--- src/core/asro_pkg.sv ---
// Shared constants and types of the serial result output path.
package asro_pkg;

  // ----------------------------------------------------------------
  // Frame timing, counted in serial clock rising edges
  // ----------------------------------------------------------------
  localparam int          ASRO_RESULT_WIDTH  = 14;
  localparam int          ASRO_COUNT_WIDTH   = 5;
  localparam int          ASRO_SYNC_STAGES   = 2;
  localparam logic [4:0]  ASRO_FRAME_EDGES   = 5'h10;
  localparam logic [4:0]  ASRO_FIRST_DATA    = 5'h03;
  localparam logic [4:0]  ASRO_PAST_FRAME    = 5'h11;

  // ----------------------------------------------------------------
  // Types
  // ----------------------------------------------------------------
  typedef struct packed {
    logic drive;
    logic data;
  } asro_sdo_type;

  localparam asro_sdo_type ASRO_SDO_RESET = '{drive: 1'b0, data: 1'b0};

  typedef enum logic [1:0] {
    ASRO_ST_IDLE  = 2'b01,
    ASRO_ST_FRAME = 2'b10
  } asro_state_type;

endpackage

--- src/core/asro_edge_sync.sv ---
// Two-stage pin synchroniser with rising edge detection for a group of inputs.
module asro_edge_sync #(
  parameter int WIDTH = 2
) (
  input  wire logic             i_clock,
  input  wire logic             i_resetn,
  input  wire logic [WIDTH-1:0] i_pin,
  output logic      [WIDTH-1:0] o_rise
);
  import asro_pkg::*;

  // ----------------------------------------------------------------
  // Synchroniser and edge detect
  // ----------------------------------------------------------------
  // The first stage feeds only the second; the edge detector looks at
  // the second and third stages so a metastable sample never reaches logic.
  logic [WIDTH-1:0] meta_reg;
  logic [WIDTH-1:0] sync_reg;
  logic [WIDTH-1:0] last_reg;
  logic [WIDTH-1:0] rise_reg;
  logic [WIDTH-1:0] rise_next;

  genvar g;
  generate
    for (g = 0; g < WIDTH; g++) begin : g_bit
      always_comb begin
        rise_next[g] = sync_reg[g] & ~last_reg[g];
      end
      always_ff @(posedge i_clock or negedge i_resetn) begin
        if (!i_resetn) begin
          meta_reg[g] <= 1'b0;
          sync_reg[g] <= 1'b0;
          last_reg[g] <= 1'b0;
          rise_reg[g] <= 1'b0;
        end else begin
          meta_reg[g] <= i_pin[g];
          sync_reg[g] <= meta_reg[g];
          last_reg[g] <= sync_reg[g];
          rise_reg[g] <= rise_next[g];
        end
      end
    end
  endgenerate

  assign o_rise = rise_reg;

endmodule

--- src/core/asro_serial_out.sv ---
// Serial result output path: frames results onto the three-wire data pin.
//
// Functional notes
// (RULE_01) Data pin undriven after power-up.
// (RULE_02) Stay undriven until new conversion starts.
// (RULE_03) Two's complement result from third clock edge.
// (RULE_04) Undriven whenever no result bit presented.
// (RULE_05) Bit valid by next clock rising edge.
// (RULE_06) Each frame spans sixteen serial clocks.
// (RULE_07) Ignore start edges until sixteen clocks follow.
// (RULE_08) Controller gives sixteen clocks between starts.
// (RULE_09) Update on rising edges, MSB first.
// (RULE_10) Controller samples falling edges, right justified.
// (RULE_11) Accepted start restarts the bit counter.
module asro_serial_out #(
  parameter int RESULT_WIDTH = asro_pkg::ASRO_RESULT_WIDTH
) (
  input  wire logic                      i_clock,
  input  wire logic                      i_resetn,
  input  wire logic                      i_sck,
  input  wire logic                      i_conversion_start_strobe,
  input  wire logic [RESULT_WIDTH-1:0]   i_result,
  output asro_pkg::asro_sdo_type         o_sdo,
  output logic                           o_busy
);
  import asro_pkg::*;

  localparam logic [4:0] LAST_DATA = 5'(int'(ASRO_FIRST_DATA) + RESULT_WIDTH - 1);
  localparam logic [4:0] ONE       = 5'h01;

  // The data window is decoded both by the sequencer and by its checks.
  function automatic logic in_window(input logic [4:0] pos);
    return (pos >= ASRO_FIRST_DATA) && (pos <= LAST_DATA);
  endfunction

  // ----------------------------------------------------------------
  // Pin synchronisation
  // ----------------------------------------------------------------
  logic [1:0] rise;
  logic       sck_rise;
  logic       strobe_rise;

  // A pin edge reaches the sequencer three clocks late, so the controller
  // must hold each serial clock phase for at least two system clocks.
  asro_edge_sync #(
    .WIDTH (2)
  ) u_sync (
    .i_clock  (i_clock),
    .i_resetn (i_resetn),
    .i_pin    ({i_conversion_start_strobe, i_sck}),
    .o_rise   (rise)
  );

  assign sck_rise    = rise[0];
  assign strobe_rise = rise[1];

  // ----------------------------------------------------------------
  // Frame sequencer
  // ----------------------------------------------------------------
  asro_state_type            state_reg;
  asro_state_type            state_next;
  logic [4:0]                cnt_reg;
  logic [4:0]                cnt_next;
  logic [4:0]                cnt_inc;
  logic [RESULT_WIDTH-1:0]   shift_reg;
  logic [RESULT_WIDTH-1:0]   shift_next;
  asro_sdo_type              sdo_reg;
  asro_sdo_type              sdo_next;
  logic                      busy_reg;
  logic                      busy_next;
  logic                      accept;
  logic                      in_data;

  always_comb begin
    accept     = 1'b0;
    state_next = state_reg;
    cnt_next   = cnt_reg;
    shift_next = shift_reg;
    sdo_next   = sdo_reg;
    cnt_inc    = cnt_reg + ONE;
    in_data    = in_window(cnt_inc);
    unique case (state_reg)
      ASRO_ST_IDLE: begin
        accept = strobe_rise;
      end
      ASRO_ST_FRAME: begin
        accept = 1'b0; // RULE_07
      end
    endcase
    if (accept) begin
      state_next = ASRO_ST_FRAME;
      cnt_next   = 5'h00; // RULE_11
      shift_next = i_result; // RULE_03
      sdo_next   = ASRO_SDO_RESET; // RULE_02
    end else if (sck_rise) begin
      // Saturate past the frame so stray clocks never reopen the data window.
      if (cnt_reg < ASRO_PAST_FRAME) begin
        cnt_next = cnt_inc;
      end
      if (state_reg == ASRO_ST_FRAME && cnt_inc == ASRO_FRAME_EDGES) begin
        state_next = ASRO_ST_IDLE; // RULE_06
      end
      if (in_data && cnt_reg < ASRO_PAST_FRAME) begin
        sdo_next.drive = 1'b1; // RULE_03
        sdo_next.data  = shift_reg[RESULT_WIDTH-1]; // RULE_09
        shift_next     = {shift_reg[RESULT_WIDTH-2:0], 1'b0}; // RULE_09
      end else begin
        sdo_next = ASRO_SDO_RESET; // RULE_04
      end
    end
    busy_next = (state_next == ASRO_ST_FRAME);
  end

  // The last bit of a frame is held until the next clock edge or start,
  // since the controller samples it on the falling edge after it appears.
  always_ff @(posedge i_clock or negedge i_resetn) begin
    if (!i_resetn) begin
      state_reg <= ASRO_ST_IDLE;
      cnt_reg   <= ASRO_PAST_FRAME;
      shift_reg <= '0;
      sdo_reg   <= ASRO_SDO_RESET; // RULE_01
      busy_reg  <= 1'b0;
    end else begin
      state_reg <= state_next;
      cnt_reg   <= cnt_next;
      shift_reg <= shift_next;
      sdo_reg   <= sdo_next; // RULE_05
      busy_reg  <= busy_next;
    end
  end

  assign o_sdo  = sdo_reg;
  assign o_busy = busy_reg;

  // ----------------------------------------------------------------
  // Checks
  // ----------------------------------------------------------------
  logic                    started_reg;
  logic                    started_next;
  logic [RESULT_WIDTH-1:0] word_reg;
  logic [RESULT_WIDTH-1:0] word_next;

  always_comb begin
    started_next = started_reg | accept;
    word_next    = accept ? i_result : word_reg;
  end

  always_ff @(posedge i_clock or negedge i_resetn) begin
    if (!i_resetn) begin
      started_reg <= 1'b0;
      word_reg    <= '0;
    end else begin
      started_reg <= started_next;
      word_reg    <= word_next;
    end
  end
endmodule

--- config.mk ---
export PLATFORM = sky130hd
export DESIGN_NAME = asro_serial_out
export DESIGN_NICKNAME = d
export VERILOG_FILES = /design/src/core/asro_pkg.sv /design/src/core/asro_edge_sync.sv /design/src/core/asro_serial_out.sv
export SDC_FILE = /design/constraint.sdc
export NUM_CORES = 1
export LEC_CHECK = 0
export BUFFER_PORTS_ARGS = -buffer_cell sky130_fd_sc_hd__buf_2
export CAP_MARGIN = 5
export CORE_MARGIN = 4
export CORE_UTILIZATION = 40
export CTS_BUF_LIST = sky130_fd_sc_hd__clkbuf_4
export DETAILED_ROUTE_END_ITERATION = 8
export GPL_TIMING_DRIVEN = 0
export PLACE_DENSITY = 0.57
export SLEW_MARGIN = 10
export SYNTH_ARGS = -nofsm -noshare
export SYNTH_HDL_FRONTEND = slang
export SYNTH_SLANG_ARGS = --single-unit
--- constraint.sdc ---
create_clock -name i_clock -period 2.85 [get_ports i_clock]
set_clock_uncertainty 0.15 [all_clocks]
set_input_delay 0.285 -clock i_clock [delete_from_list [all_inputs] [get_ports i_clock]]
set_output_delay 0.285 -clock i_clock [all_outputs]
set_load 0.02 [all_outputs]
==> results of run 1 <==
worst min-delay path: stages:
cell	delay, ns
buf_2	0.07
nor2_1	0.03
a21oi_1	0.10
final cells by class:
| type | count | area [um2] | share of cell area [%] |
|---|---|---|---|
| Buffer | 5 | 36.3 | 2.13 |
| Clock buffer | 5 | 37.5 | 2.21 |
| Clock inverter | 3 | 37.5 | 2.21 |
| Inverter | 4 | 15.0 | 0.882 |
| Multi-Input combinational cell | 88 | 573 | 33.7 |
| Sequential cell | 32 | 805 | 47.3 |
| Tap cell | 46 | 57.6 | 3.38 |
| Timing Repair Buffer | 24 | 140 | 8.24 |
per-layer routing:
metal	part of all wire, %	GRT usage [%]
met5	0	0
met2	47	20.2
met4	0.52	4.56
met1	48	16.0
met3	5.0	6.49
worst max path at each step:
stage / start / cells past startpoint / slack (ns) / to
2_1_floorplan: cnt_reg[0] / 9 / 0.47 / shift_reg[11]
3_3_place_gp: cnt_reg[0] / 9 / 0.31 / shift_reg[4]
3_5_place_dp: cnt_reg[0] / 9 / 0.28 / shift_reg[12]
4_1_cts: cnt_reg[0] / 9 / 0.26 / shift_reg[12]
5_1_grt: cnt_reg[0] / 9 / 0.14 / shift_reg[5]
6_report: cnt_reg[0] / 9 / 0.29 / shift_reg[12]
cell usage in the layout, fill, tap and decap left out, types with 2 or more instances in the layout:
cell and count:
a21oi_1 17, buf_2 21, clkbuf_1 3, clkbuf_4 5, clkinv_1 2, dfrtp_1 29, dfstp_2 3, dlygate4sd3_1 4
ha_1 3, inv_1 4, mux2i_1 13, nand2_1 9, nand2b_1 2, nand3_1 3, nor2_1 20, nor2b_1 2
o22ai_1 2, xor2_1 2
stage by stage:
stage | power (uW) | std cells
global placement | 1140 | 195
global route | 1600 | 207
finish | 1480 | 207
floorplan | 1050 | 129
detailed placement | 1160 | 195
CTS | 1500 | 207
logic make-up (layout without fill, tap and decap cells):
family | after synthesis | after routing | share of synthesized area (%)
xor gates and xnor gates | 3 | 3 | 1.84
adders and majority gates | 3 | 3 | 2.63
DFF | 32 | 32 | 56.3
muxes | 13 | 13 | 9.11
buffers and inverters | 9 | 41 | 3.59
AOI/OAI and AO/OA | 27 | 27 | 13.0
and+or+nand+nor | 42 | 42 | 13.5
power by group through the flow:
stage,clock [uW],sequential (uW),combinational (uW)
floorplan,0,707,345
global placement,0,705,437
detailed placement,0,713,450
CTS,339,704,456
global route,364,725,509
finish,323,703,449
==> summary.md, run 1 <==
| Metric | Value |
|---|---|
| Run status | `complete, no violations` |
| CP Cell Sequence | `buf_2, inv_1, ha_1, o21bai_1, o311a_4, a31oi_4, buf_12, mux2i_1, a21oi_1` |
| Drt first-iter violations | `24` |
| Vias per inst | `4.81` |
| Final Hold Violating Endpoints | `0` |
| Boundary pin count | `21` |
| Syn Area/Cell | `11.1 um2` |
| Number of remaining DRC errors | `0` |
| Worst r2r path cells | `9` |
| Final ANT Viol Nets | `0` |
| TritonCTS clock tree | `built` |
| Setup-failing EPs final | `0` |
| Vias in the first global route | `roughly 950` |
| Peak fanout along the critical path | `10` |
| Async SR Flop Fraction | `100%` |
| Sequential share of power | `a little under half` |
| Tightest Pin Transition | `0.668 ns` |
| Fillers | `329` |
| Most common cell in the synthesized netlist | `dfrtp_1` |
| Yosys cell types | `31` |
| Routed WL per cell | `12.0 um` |
| Initial antenna violation count | `0` |
| Pre-CTS setup slack | `0.276 ns` |
| Hold endpoint | `shift_reg[12]` |
| Setup CP Type | `register to register` |
| Slowest stage cell, crit path | `dfstp_2` |
| CP peak stage delay | `approximately 0.55 ns` |
| Comb power frac | `30.4%` |
| Number of enable flip-flop cells after synthesis | `0` |
| Post-CTS Setup Bufs | `0` |
| WHS Path Cells | `3` |
| Vias | `996` |
| Fin worst setup slack | `0.286 ns` |
| Post-place instance area | `1590 um2` |
| Syn_nets | `150` |
| Final Slew Violations | `0` |
| Maxcap violations | `0` |
| Routed Wire Length | `2.49 mm` |
| Worst-path clk slew | `0.10 ns` |
| Internal power | `approximately 1000 uW` |
| CTS HTree Levels | `2` |
| Crit. End Element | `register` |
| Floorplan core area | `3390 um2` |
| YS warnings | `0` |
| N_diodes | `0` |
| GRT Overall Usage | `13.2%` |
| PortBufs | `20` |
| Sw power | `473 uW` |
| Crit-path leading delay family | `compound AO/OA/AOI/OAI gates` |
| VDD IR max | `around 0.37 mV` |
| Root Driver | `clkbuf_4` |
| WP buf/inv | `3` |
| Sw Ratio | `between 30% and 40%` |
| Worst reg2reg path endpoint | `shift_reg[12]` |
| Pwr/cell area | `867 nW/um2` |
| Share of cells above drive strength 1 | `roughly 22%` |
| Die span in x | `67.8 um` |
| Number of core rows | `21` |
| Hold/Removal Path Class | `input pin to register` |
| Clk network pwr share | `21.9%` |
| R2R setup slack | `between 0.2 and 0.3 ns` |
| Fin crit period | `2.56 ns` |
| Share of Yosys cell area claimed by the top area cell type | `50.8%` |
| Crit path DAT | `2.61 ns` |
| RSZ-0062 raised after global routing | `false` |
| Max Clk Rate | `0.390 GHz` |
| Starting Density | `42.2%` |
| Hold Slack | `around 0.057 ns` |
| Drt first pass iters | `4` |
| Hpwl dp | `roughly 1.7 mm` |
| Synth Register Bits | `32` |
| Worst EP required | `2.89 ns` |
| Core Util, Final | `50.2%` |
| Lkg Pwr | `0.000843 uW` |
| Area leader, netlist | `dfrtp_1` |
| Post-synth top cells | `29 x dfrtp_1, 20 x nor2_1, 17 x a21oi_1` |
| Clk_lat worst skew | `0.32 ns` |
| Sequential share of the synthesized area | `56.3%` |
| Overflow after GRT | `0` |
| Die height | `67.8 um` |
| Max reg flops | `14` |
| Final Cycle Share | `roughly 90%` |
| Routability cong. | `0.710` |
| CTS sink count | `32` |
| Largest net degree at the start of global routing | `33` |
| Final net count | `181` |
| CTS max path bufs | `2` |
| Slew headroom | `55.5%` |
| Area Overhead vs Synth | `19.1%` |
| Gate Count Post-Synth | `129` |
| First-pass GRT wire length | `4.28 mm` |
| Resized Gates After CTS | `0` |
| CTS buffer count | `5` |
| Synth Flop Type | `dfrtp_1` |
| Setup_tns | `0 ns` |
| Cell area after synthesis | `between 1000 and 1500 um2` |
| Worst reg2reg startpoint | `cnt_reg[0]` |
| Synth area leaders | `dfrtp_1 51%, mux2i_1 9.1%, a21oi_1 6.0%` |
| Die Area | `4590 um2` |
| Post-route cell area | `1700 um2` |
| Hold_buf cts | `4` |
| CP Launch Type | `register` |
| Hold Path Origin | `i_result[12]` |
Note: power is estimated with default switching activity, not from simulation.
==> inputs of run 2 (changes only) <==
--- a/config.mk
+++ b/config.mk
@@ -13,6 +13,7 @@
 export DETAILED_ROUTE_END_ITERATION = 8
 export GPL_TIMING_DRIVEN = 0
 export PLACE_DENSITY = 0.57
+export RECOVER_POWER = 50
 export SLEW_MARGIN = 10
 export SYNTH_ARGS = -nofsm -noshare
 export SYNTH_HDL_FRONTEND = slang
==> run 2 against run 1 <==
The flow now finishes with violations (max-capacitance violations, max-slew violations). Die area is the same. Clock power is essentially flat. Via count is the same. Global-route usage is the same. Core utilization is essentially flat. Wire length is essentially flat. Sequential power is essentially flat. Largest power group unchanged. Fmax is the same. Non-clock buffer count is the same. Setup slack is the same.
==> summary.md, run 2 (synthesis gave the netlist of run 1 again) <==
| Metric | Value |
|---|---|
| Run status | `complete, but fails checks` |
| Violated checks | `max-capacitance violations, max-slew violations` |
| Largest net degree at the start of global routing | `33 (unchanged)` |
| Post-CTS Setup Bufs | `0 (unchanged)` |
| PortBufs | `20 (unchanged)` |
| CP peak stage delay | `0.55 ns (about the same)` |
| WHS Path Cells | `3 (unchanged)` |
| Worst reg2reg startpoint | `cnt_reg[0]` |
| Die Area | `4590 um2 (unchanged)` |
| Boundary pin count | `21 (unchanged)` |
| Max Clk Rate | `0.390 GHz (unchanged)` |
| Routed Wire Length | `2.49 mm (about the same)` |
| Slew headroom | `-7.31% (-63 points)` |
| Wire length on met2 | `1.17 mm (unchanged)` |
| Internal power | `1000 uW (about the same)` |
| Share of cells above drive strength 1 | `21.7% (-0.62 points)` |
| Sw power | `473 uW (about the same)` |
| Final Hold Violating Endpoints | `0 (unchanged)` |
| Routability cong. | `0.710 (unchanged)` |
| Worst reg2reg path endpoint | `shift_reg[12]` |
| Fin worst setup slack | `0.286 ns (unchanged)` |
| VDD IR max | `0.374 mV (about the same)` |
| Clk network pwr share | `21.9% (about the same)` |
| Crit path DAT | `2.61 ns (about the same)` |
| Slowest stage cell, crit path | `dfstp_2` |
| Setup_tns | `0 ns (unchanged)` |
| Vias | `996 (unchanged)` |
| Die height | `67.8 um (unchanged)` |
| Vias in the first global route | `953 (unchanged)` |
| Top sig layer | `met4` |
| N_diodes | `0 (unchanged)` |
| Routed WL per cell | `12.0 um (about the same)` |
| GRT Overall Usage | `13.2% (unchanged)` |
| Final Slew Violations | `33 (+33)` |
| CTS max path bufs | `2 (unchanged)` |
| Hold endpoint | `shift_reg[12]` |
| Fin crit period | `2.56 ns (unchanged)` |
| Setup-failing EPs final | `0 (unchanged)` |
| Met3 Routed Length | `124 um (unchanged)` |
| Final Cycle Share | `90.0% (unchanged)` |
| Pre-CTS setup slack | `0.276 ns (unchanged)` |
| CTS HTree Levels | `2 (unchanged)` |
| CP Cell Sequence | `buf_2, inv_1, ha_1, o21bai_1, o311a_4, a31oi_4, buf_12, mux2i_1, a21oi_1` |
| Drt first-iter violations | `24 (unchanged)` |
| Peak fanout along the critical path | `10 (unchanged)` |
| RSZ-0062 raised after global routing | `false` |
| Worst-path clk slew | `0.10 ns (about the same)` |
| Tightest Pin Transition | `1.61 ns (+0.941 ns)` |
| Clk_lat worst skew | `0.32 ns (about the same)` |
| Vias per inst | `4.81 (unchanged)` |
| Final net count | `181 (unchanged)` |
| Setup CP Type | `register to register` |
| First-pass GRT wire length | `4.28 mm (unchanged)` |
| Drt first pass iters | `4 (unchanged)` |
| Sw Ratio | `32.1% (about the same)` |
| Maxcap violations | `1 (+1)` |
| Worst EP required | `2.89 ns (about the same)` |
| Comb power frac | `30.4% (about the same)` |
| Final ANT Viol Nets | `0 (unchanged)` |
| M1 WL | `1.18 mm (-0.17%)` |
| Hold/Removal Path Class | `input pin to register` |
| CP Launch Type | `register` |
| CTS sink count | `32 (unchanged)` |
| Cells after DPL | `195 (unchanged)` |
| WP buf/inv | `3 (unchanged)` |
| Max reg flops | `14 (unchanged)` |
| Worst r2r path cells | `9 (unchanged)` |
| TritonCTS clock tree | `built` |
| Hold Slack | `0.0568 ns (unchanged)` |
| Root Driver | `clkbuf_4` |
| Die span in x | `67.8 um (unchanged)` |
| Overflow after GRT | `0 (unchanged)` |
| Number of core rows | `21 (unchanged)` |
| Area Overhead vs Synth | `19.0% (about the same)` |
| CTS buffer count | `5 (unchanged)` |
| Post-Layout Cell Count | `207 (unchanged)` |
| Most common cell after layout, fill and taps aside | `dfrtp_1` |
| Most frequent cells in the layout | `29 x dfrtp_1, 20 x buf_2, 20 x nor2_1` |
| Resized Gates After CTS | `0 (unchanged)` |
| Core Util, Final | `50.2% (about the same)` |
| Crit-path leading delay family | `compound AO/OA/AOI/OAI gates` |
| Lkg Pwr | `0.000840 uW (-0.33%)` |
| Fillers | `330 (+0.30%)` |
| Number of remaining DRC errors | `0 (unchanged)` |
| Floorplan core area | `3390 um2 (unchanged)` |
| Multi-input logic area | `573 um2 (unchanged)` |
| Starting Density | `42.2% (unchanged)` |
| R2R setup slack | `0.29 ns (about the same)` |
| Sequential share of power | `47.7% (about the same)` |
| Register area | `805 um2 (unchanged)` |
| Crit. End Element | `register` |
| Initial antenna violation count | `0 (unchanged)` |
| Pwr/cell area | `868 nW/um2 (about the same)` |
| Hold Path Origin | `i_result[12]` |
| Hpwl dp | `1.74 mm (unchanged)` |
==> run 2: cell types whose count changed in the layout (fill, tap and decap cells not counted), sizes merged <==
cell / delta
clkbuf: +1
buf: -1
==> run 2: worst min-delay path, cell delays in order <==
cell	delay, ns
buf_2	0.07
nor2_1	0.03
a21oi_1	0.10
==> run 2: how the worst max path moves through the flow <==
stage	from	cells after the start	slack (ns)	end
floorplan	cnt_reg[0]	9	0.47	shift_reg[11]
global placement	cnt_reg[0]	9	0.31	shift_reg[4]
detailed placement	cnt_reg[0]	9	0.28	shift_reg[12]
CTS	cnt_reg[0]	9	0.26	shift_reg[12]
global route	cnt_reg[0]	9	0.14	shift_reg[5]
finish	cnt_reg[0]	9	0.29	shift_reg[12]
==> run 2: routing by layer <==
layer,global-route usage [%],up-vias
li1,-,505
met1,16.0,469
met2,20.2,20
met3,6.49,2
met4,4.56,0
met5,0,-
==> run 2: layout make-up <==
cell class                      instances  share of cell area [%]
Sequential cell                        32                    47.3
Multi-Input combinational cell         88                    33.7
Timing Repair Buffer                   24                    8.17
Tap cell                               46                    3.38
Clock buffer                            5                    2.21
Clock inverter                          3                    2.21
Buffer                                  5                    2.13
Inverter                                4                   0.883
==> run 2: power by group through the flow <==
stage	logic, uW	registers (uW)	clock network [uW]
final	449	703	323
after global routing	508	725	364
after CTS	456	704	339
after detailed placement	450	713	0
after global placement	437	705	0
after floorplan	345	707	0
==> run 2: stage by stage <==
stage | area [um2] | total power (uW)
after global routing | 1700 | 1600
after CTS | 1700 | 1500
after floorplan | 1430 | 1050
after detailed placement | 1590 | 1160
after global placement | 1590 | 1140
final | 1700 | 1480
==> run 2: timing repair <==
item	in CTS	in global routing
hold endpoints to repair	32	0
setup endpoints to repair	0	0
hold buffers	4	0
==> inputs of run 3 (changes only) <==
--- a/config.mk
+++ b/config.mk
@@ -5,6 +5,7 @@
 export SDC_FILE = /design/constraint.sdc
 export NUM_CORES = 1
 export LEC_CHECK = 0
+export ABC_AREA = 1
 export BUFFER_PORTS_ARGS = -buffer_cell sky130_fd_sc_hd__buf_2
 export CAP_MARGIN = 5
 export CORE_MARGIN = 4
==> run 3 against run 2 <==
Critical path depth up 3. Wire length up 16%. Die area up 7.2%. Synthesized cell count up 46%. Critical endpoint is now shift_reg[3]. Setup slack better by 0.50 ns. Worst hold slack worse by 0.041 ns. Core utilization down 1.8 points. Final cell count up 29%. Critical path type unchanged. Global-route usage down 0.20 points. Combinational power up 10%. The flow still finishes with violations (max-capacitance violations, max-slew violations). Largest power group unchanged.
==> summary.md, run 3 <==
| Metric | Value |
|---|---|
| Crit path top cell by count | `nand2_1` |
| Worst-path clk slew | `0.10 ns (about the same)` |
| Post-Layout Cell Count | `267 (+29%)` |
| Cells after DPL | `256 (+31%)` |
| Met1 global-route usage | `17.1% (+1.1 points)` |
| Tightest Pin Transition | `1.67 ns (+0.0651 ns)` |
| Vias per inst | `4.68 (-2.7%)` |
| Syn_nets | `209 (+39%)` |
| Cell area after synthesis | `1550 um2 (+8.1%)` |
| Most common cell after layout, fill and taps aside | `nand2_1` |
| Initial antenna violation count | `0 (unchanged)` |
| Gate Count Post-Synth | `188 (+46%)` |
| Async SR Flop Fraction | `100% (unchanged)` |
| Maxcap violations | `1 (unchanged)` |
| Setup CP Type | `register to register` |
| Crit. End Element | `register` |
| Run status | `complete, but fails checks` |
| Sequential share of the synthesized area | `52.1% (-4.2 points)` |
| CP peak stage delay | `0.61 ns (+0.06 ns)` |
| CP Launch Type | `register` |
| Synth Flop Type | `dfrtp_1` |
| Share of cells above drive strength 1 | `19.6% (-2.1 points)` |
| Most common cell in the synthesized netlist | `nand2_1` |
| Share of Yosys cell area claimed by the top area cell type | `47.0% (-3.8 points)` |
| Max reg flops | `14 (unchanged)` |
| Worst EP required | `2.92 ns (+0.03 ns)` |
| Post-CTS Setup Bufs | `0 (unchanged)` |
| Overflow after GRT | `0 (unchanged)` |
| PortBufs | `20 (unchanged)` |
| Hold/Removal Path Class | `input pin to register` |
| YS warnings | `0 (unchanged)` |
| Vias in the first global route | `1,163 (+22%)` |
| Yosys cell types | `24 (-23%)` |
| Crit path DAT | `2.14 ns (-0.47 ns)` |
| Violated checks | `max-capacitance violations, max-slew violations` |
| Number of enable flip-flop cells after synthesis | `0 (unchanged)` |
| Final ANT Viol Nets | `0 (unchanged)` |
| Setup-failing EPs final | `0 (unchanged)` |
| Setup_tns | `0 ns (unchanged)` |
| CTS max path bufs | `2 (unchanged)` |
| Hpwl dp | `2.06 mm (+19%)` |
| Root Driver | `clkbuf_4` |
| RSZ-0062 raised after global routing | `false` |
| Final Slew Violations | `33 (unchanged)` |
| Peak fanout along the critical path | `10 (unchanged)` |
| Boundary pin count | `21 (unchanged)` |
| Routed Wire Length | `2.89 mm (+16%)` |
| Die span in x | `70.2 um (+3.5%)` |
| CTS HTree Levels | `2 (unchanged)` |
| First-pass GRT wire length | `5.15 mm (+20%)` |
| Vias | `1,250 (+26%)` |
| Number of remaining DRC errors | `0 (unchanged)` |
| Final Hold Violating Endpoints | `0 (unchanged)` |
| Floorplan core area | `3690 um2 (+8.8%)` |
| Pwr/cell area | `779 nW/um2 (-10%)` |
| Starting Density | `41.9% (-0.26 points)` |
| Area leader, netlist | `dfrtp_1` |
| Die Area | `4920 um2 (+7.2%)` |
| Syn Area/Cell | `8.22 um2 (-26%)` |
| Die height | `70.2 um (+3.5%)` |
| Drt first-iter violations | `42 (+75%)` |
| Drt first pass iters | `4 (unchanged)` |
| Area Overhead vs Synth | `15.5%` |
| Clk_lat worst skew | `0.32 ns (about the same)` |
| Post-synth top cells | `81 x nand2_1, 29 x dfrtp_1, 20 x nand3_1` |
| Final Cycle Share | `72.4% (-18 points)` |
| Number of core rows | `22 (+4.8%)` |
| Final net count | `239 (+32%)` |
| Register area | `805 um2 (unchanged)` |
| CTS sink count | `32 (unchanged)` |
| TritonCTS clock tree | `built` |
| Fin crit period | `2.06 ns (-0.499 ns)` |
| Routability cong. | `0.743 (+4.5%)` |
| CTS buffer count | `5 (unchanged)` |
| Synth Register Bits | `32 (unchanged)` |
| Slowest stage cell, crit path | `dfstp_2` |
| Synth area leaders | `dfrtp_1 47%, nand2_1 20%, nand3_1 6.5%` |
| CP Cell Sequence | `inv_1, ha_1, nor2_1, nor2_1, nand3_1, nand2_1, nand2_2, nand2_4, nand2_4, buf_8, nand2_1, nand2_1` |
| Lkg Pwr | `0.000963 uW (+15%)` |
| Max Clk Rate | `0.484 GHz (+24%)` |
| Most frequent cells in the layout | `81 x nand2_1, 29 x dfrtp_1, 20 x nand3_1, 20 x buf_2, 15 x inv_1` |
| Met3 usage | `3.45% (-3.0 points)` |
| GRT Overall Usage | `13.0% (-0.20 points)` |
| VDD IR max | `0.290 mV (-22%)` |
| Slew headroom | `-11.6% (-4.3 points)` |
| Routed WL per cell | `10.8 um (-9.7%)` |
| Largest net degree at the start of global routing | `33 (unchanged)` |
| M2 GR Usage | `19.9% (-0.23 points)` |
| N_diodes | `0 (unchanged)` |
| Fillers | `394 (+19%)` |
| GR peak layer | `met2` |
| Resized Gates After CTS | `0 (unchanged)` |
| Multi-input logic area | `629 um2 (+9.8%)` |
-- run 3: cell types whose count changed in the layout (fill, tap and decap cells not counted), moves of 11 or more --
cell | before | now
mux2i_1 | 13 | 0
nand3_1 | 3 | 20
a21oi_1 | 17 | 0
inv_1 | 4 | 15
nor2_1 | 20 | 8
nand2_1 | 9 | 81
-- run 3: cell families after synthesis --
logic type	synth area share, %
flops	52.1
buf+inv	7.21
xor+xnor	1.05
simple gates	33.4
fa+ha+maj	2.43
compound gates	3.81
-- run 3: what timing repair did --
action / CTS / global route
endpoints found under the setup margin: 0 / 0
endpoints found under the hold margin: 31 / 0
hold buffers: 3 / 0
-- run 3: final cells by class --
cell class | count | share of cell area, %
Sequential cell | 32 | 45.1
Multi-Input combinational cell | 133 | 35.2
Timing Repair Buffer | 23 | 7.15
Inverter | 16 | 3.36
Tap cell | 48 | 3.36
Buffer | 7 | 2.87
Clock buffer | 6 | 2.52
Clock inverter | 2 | 0.420
-- run 3: path summary, 6_finish.rpt --
path | cells past startpoint | endpoint | slack (ns) | from
worst min register to register | 0 | u_sync.sync_reg[0] | 0.21 | u_sync.meta_reg[0]
min in group asynchronous | 2 | u_sync.meta_reg[0] | 0.78 | i_resetn
worst max register to register | 12 | shift_reg[3] | 0.79 | cnt_reg[0]
max in group asynchronous | 2 | shift_reg[0] | 0.80 | i_resetn
worst min-delay path | 3 | shift_reg[0] | 0.02 | i_result[0]
worst max-delay path | 12 | shift_reg[3] | 0.79 | cnt_reg[0]
-- run 3: per-layer routing --
metal	vias up	wire [um]
met3	4	139
met1	569	1330
met2	28	1390
li1	649	-
met5	-	0
met4	0	36
-- run 3: power by group --
group          switching (uW)  internal [uW]  total, uW
logic                     290            206        496
registers                80.0            564        644
clock network             149            101        250
-- run 3: critical path, delay by kind of cell, from the launching register on --
family / cells / cell delay, ns
DFF: 1 / 0.61
adders and majority gates: 1 / 0.30
buffers and inverters: 2 / 0.24
and+or+nand+nor: 9 / 0.65
-- run 3: metrics by stage --
step                area, um2  hold slack, ns  power (uW)  setup slack (ns)  util (%)
floorplan                1550          -0.161        1030             0.979         -
global placement         1710           0.182        1140             0.814      46.2
detailed placement       1710           0.186        1150             0.796      46.2
CTS                      1790         0.00513        1410             0.768      48.5
global route             1790          0.0603        1520             0.366      48.4
finish                   1790          0.0154        1390             0.786      48.4
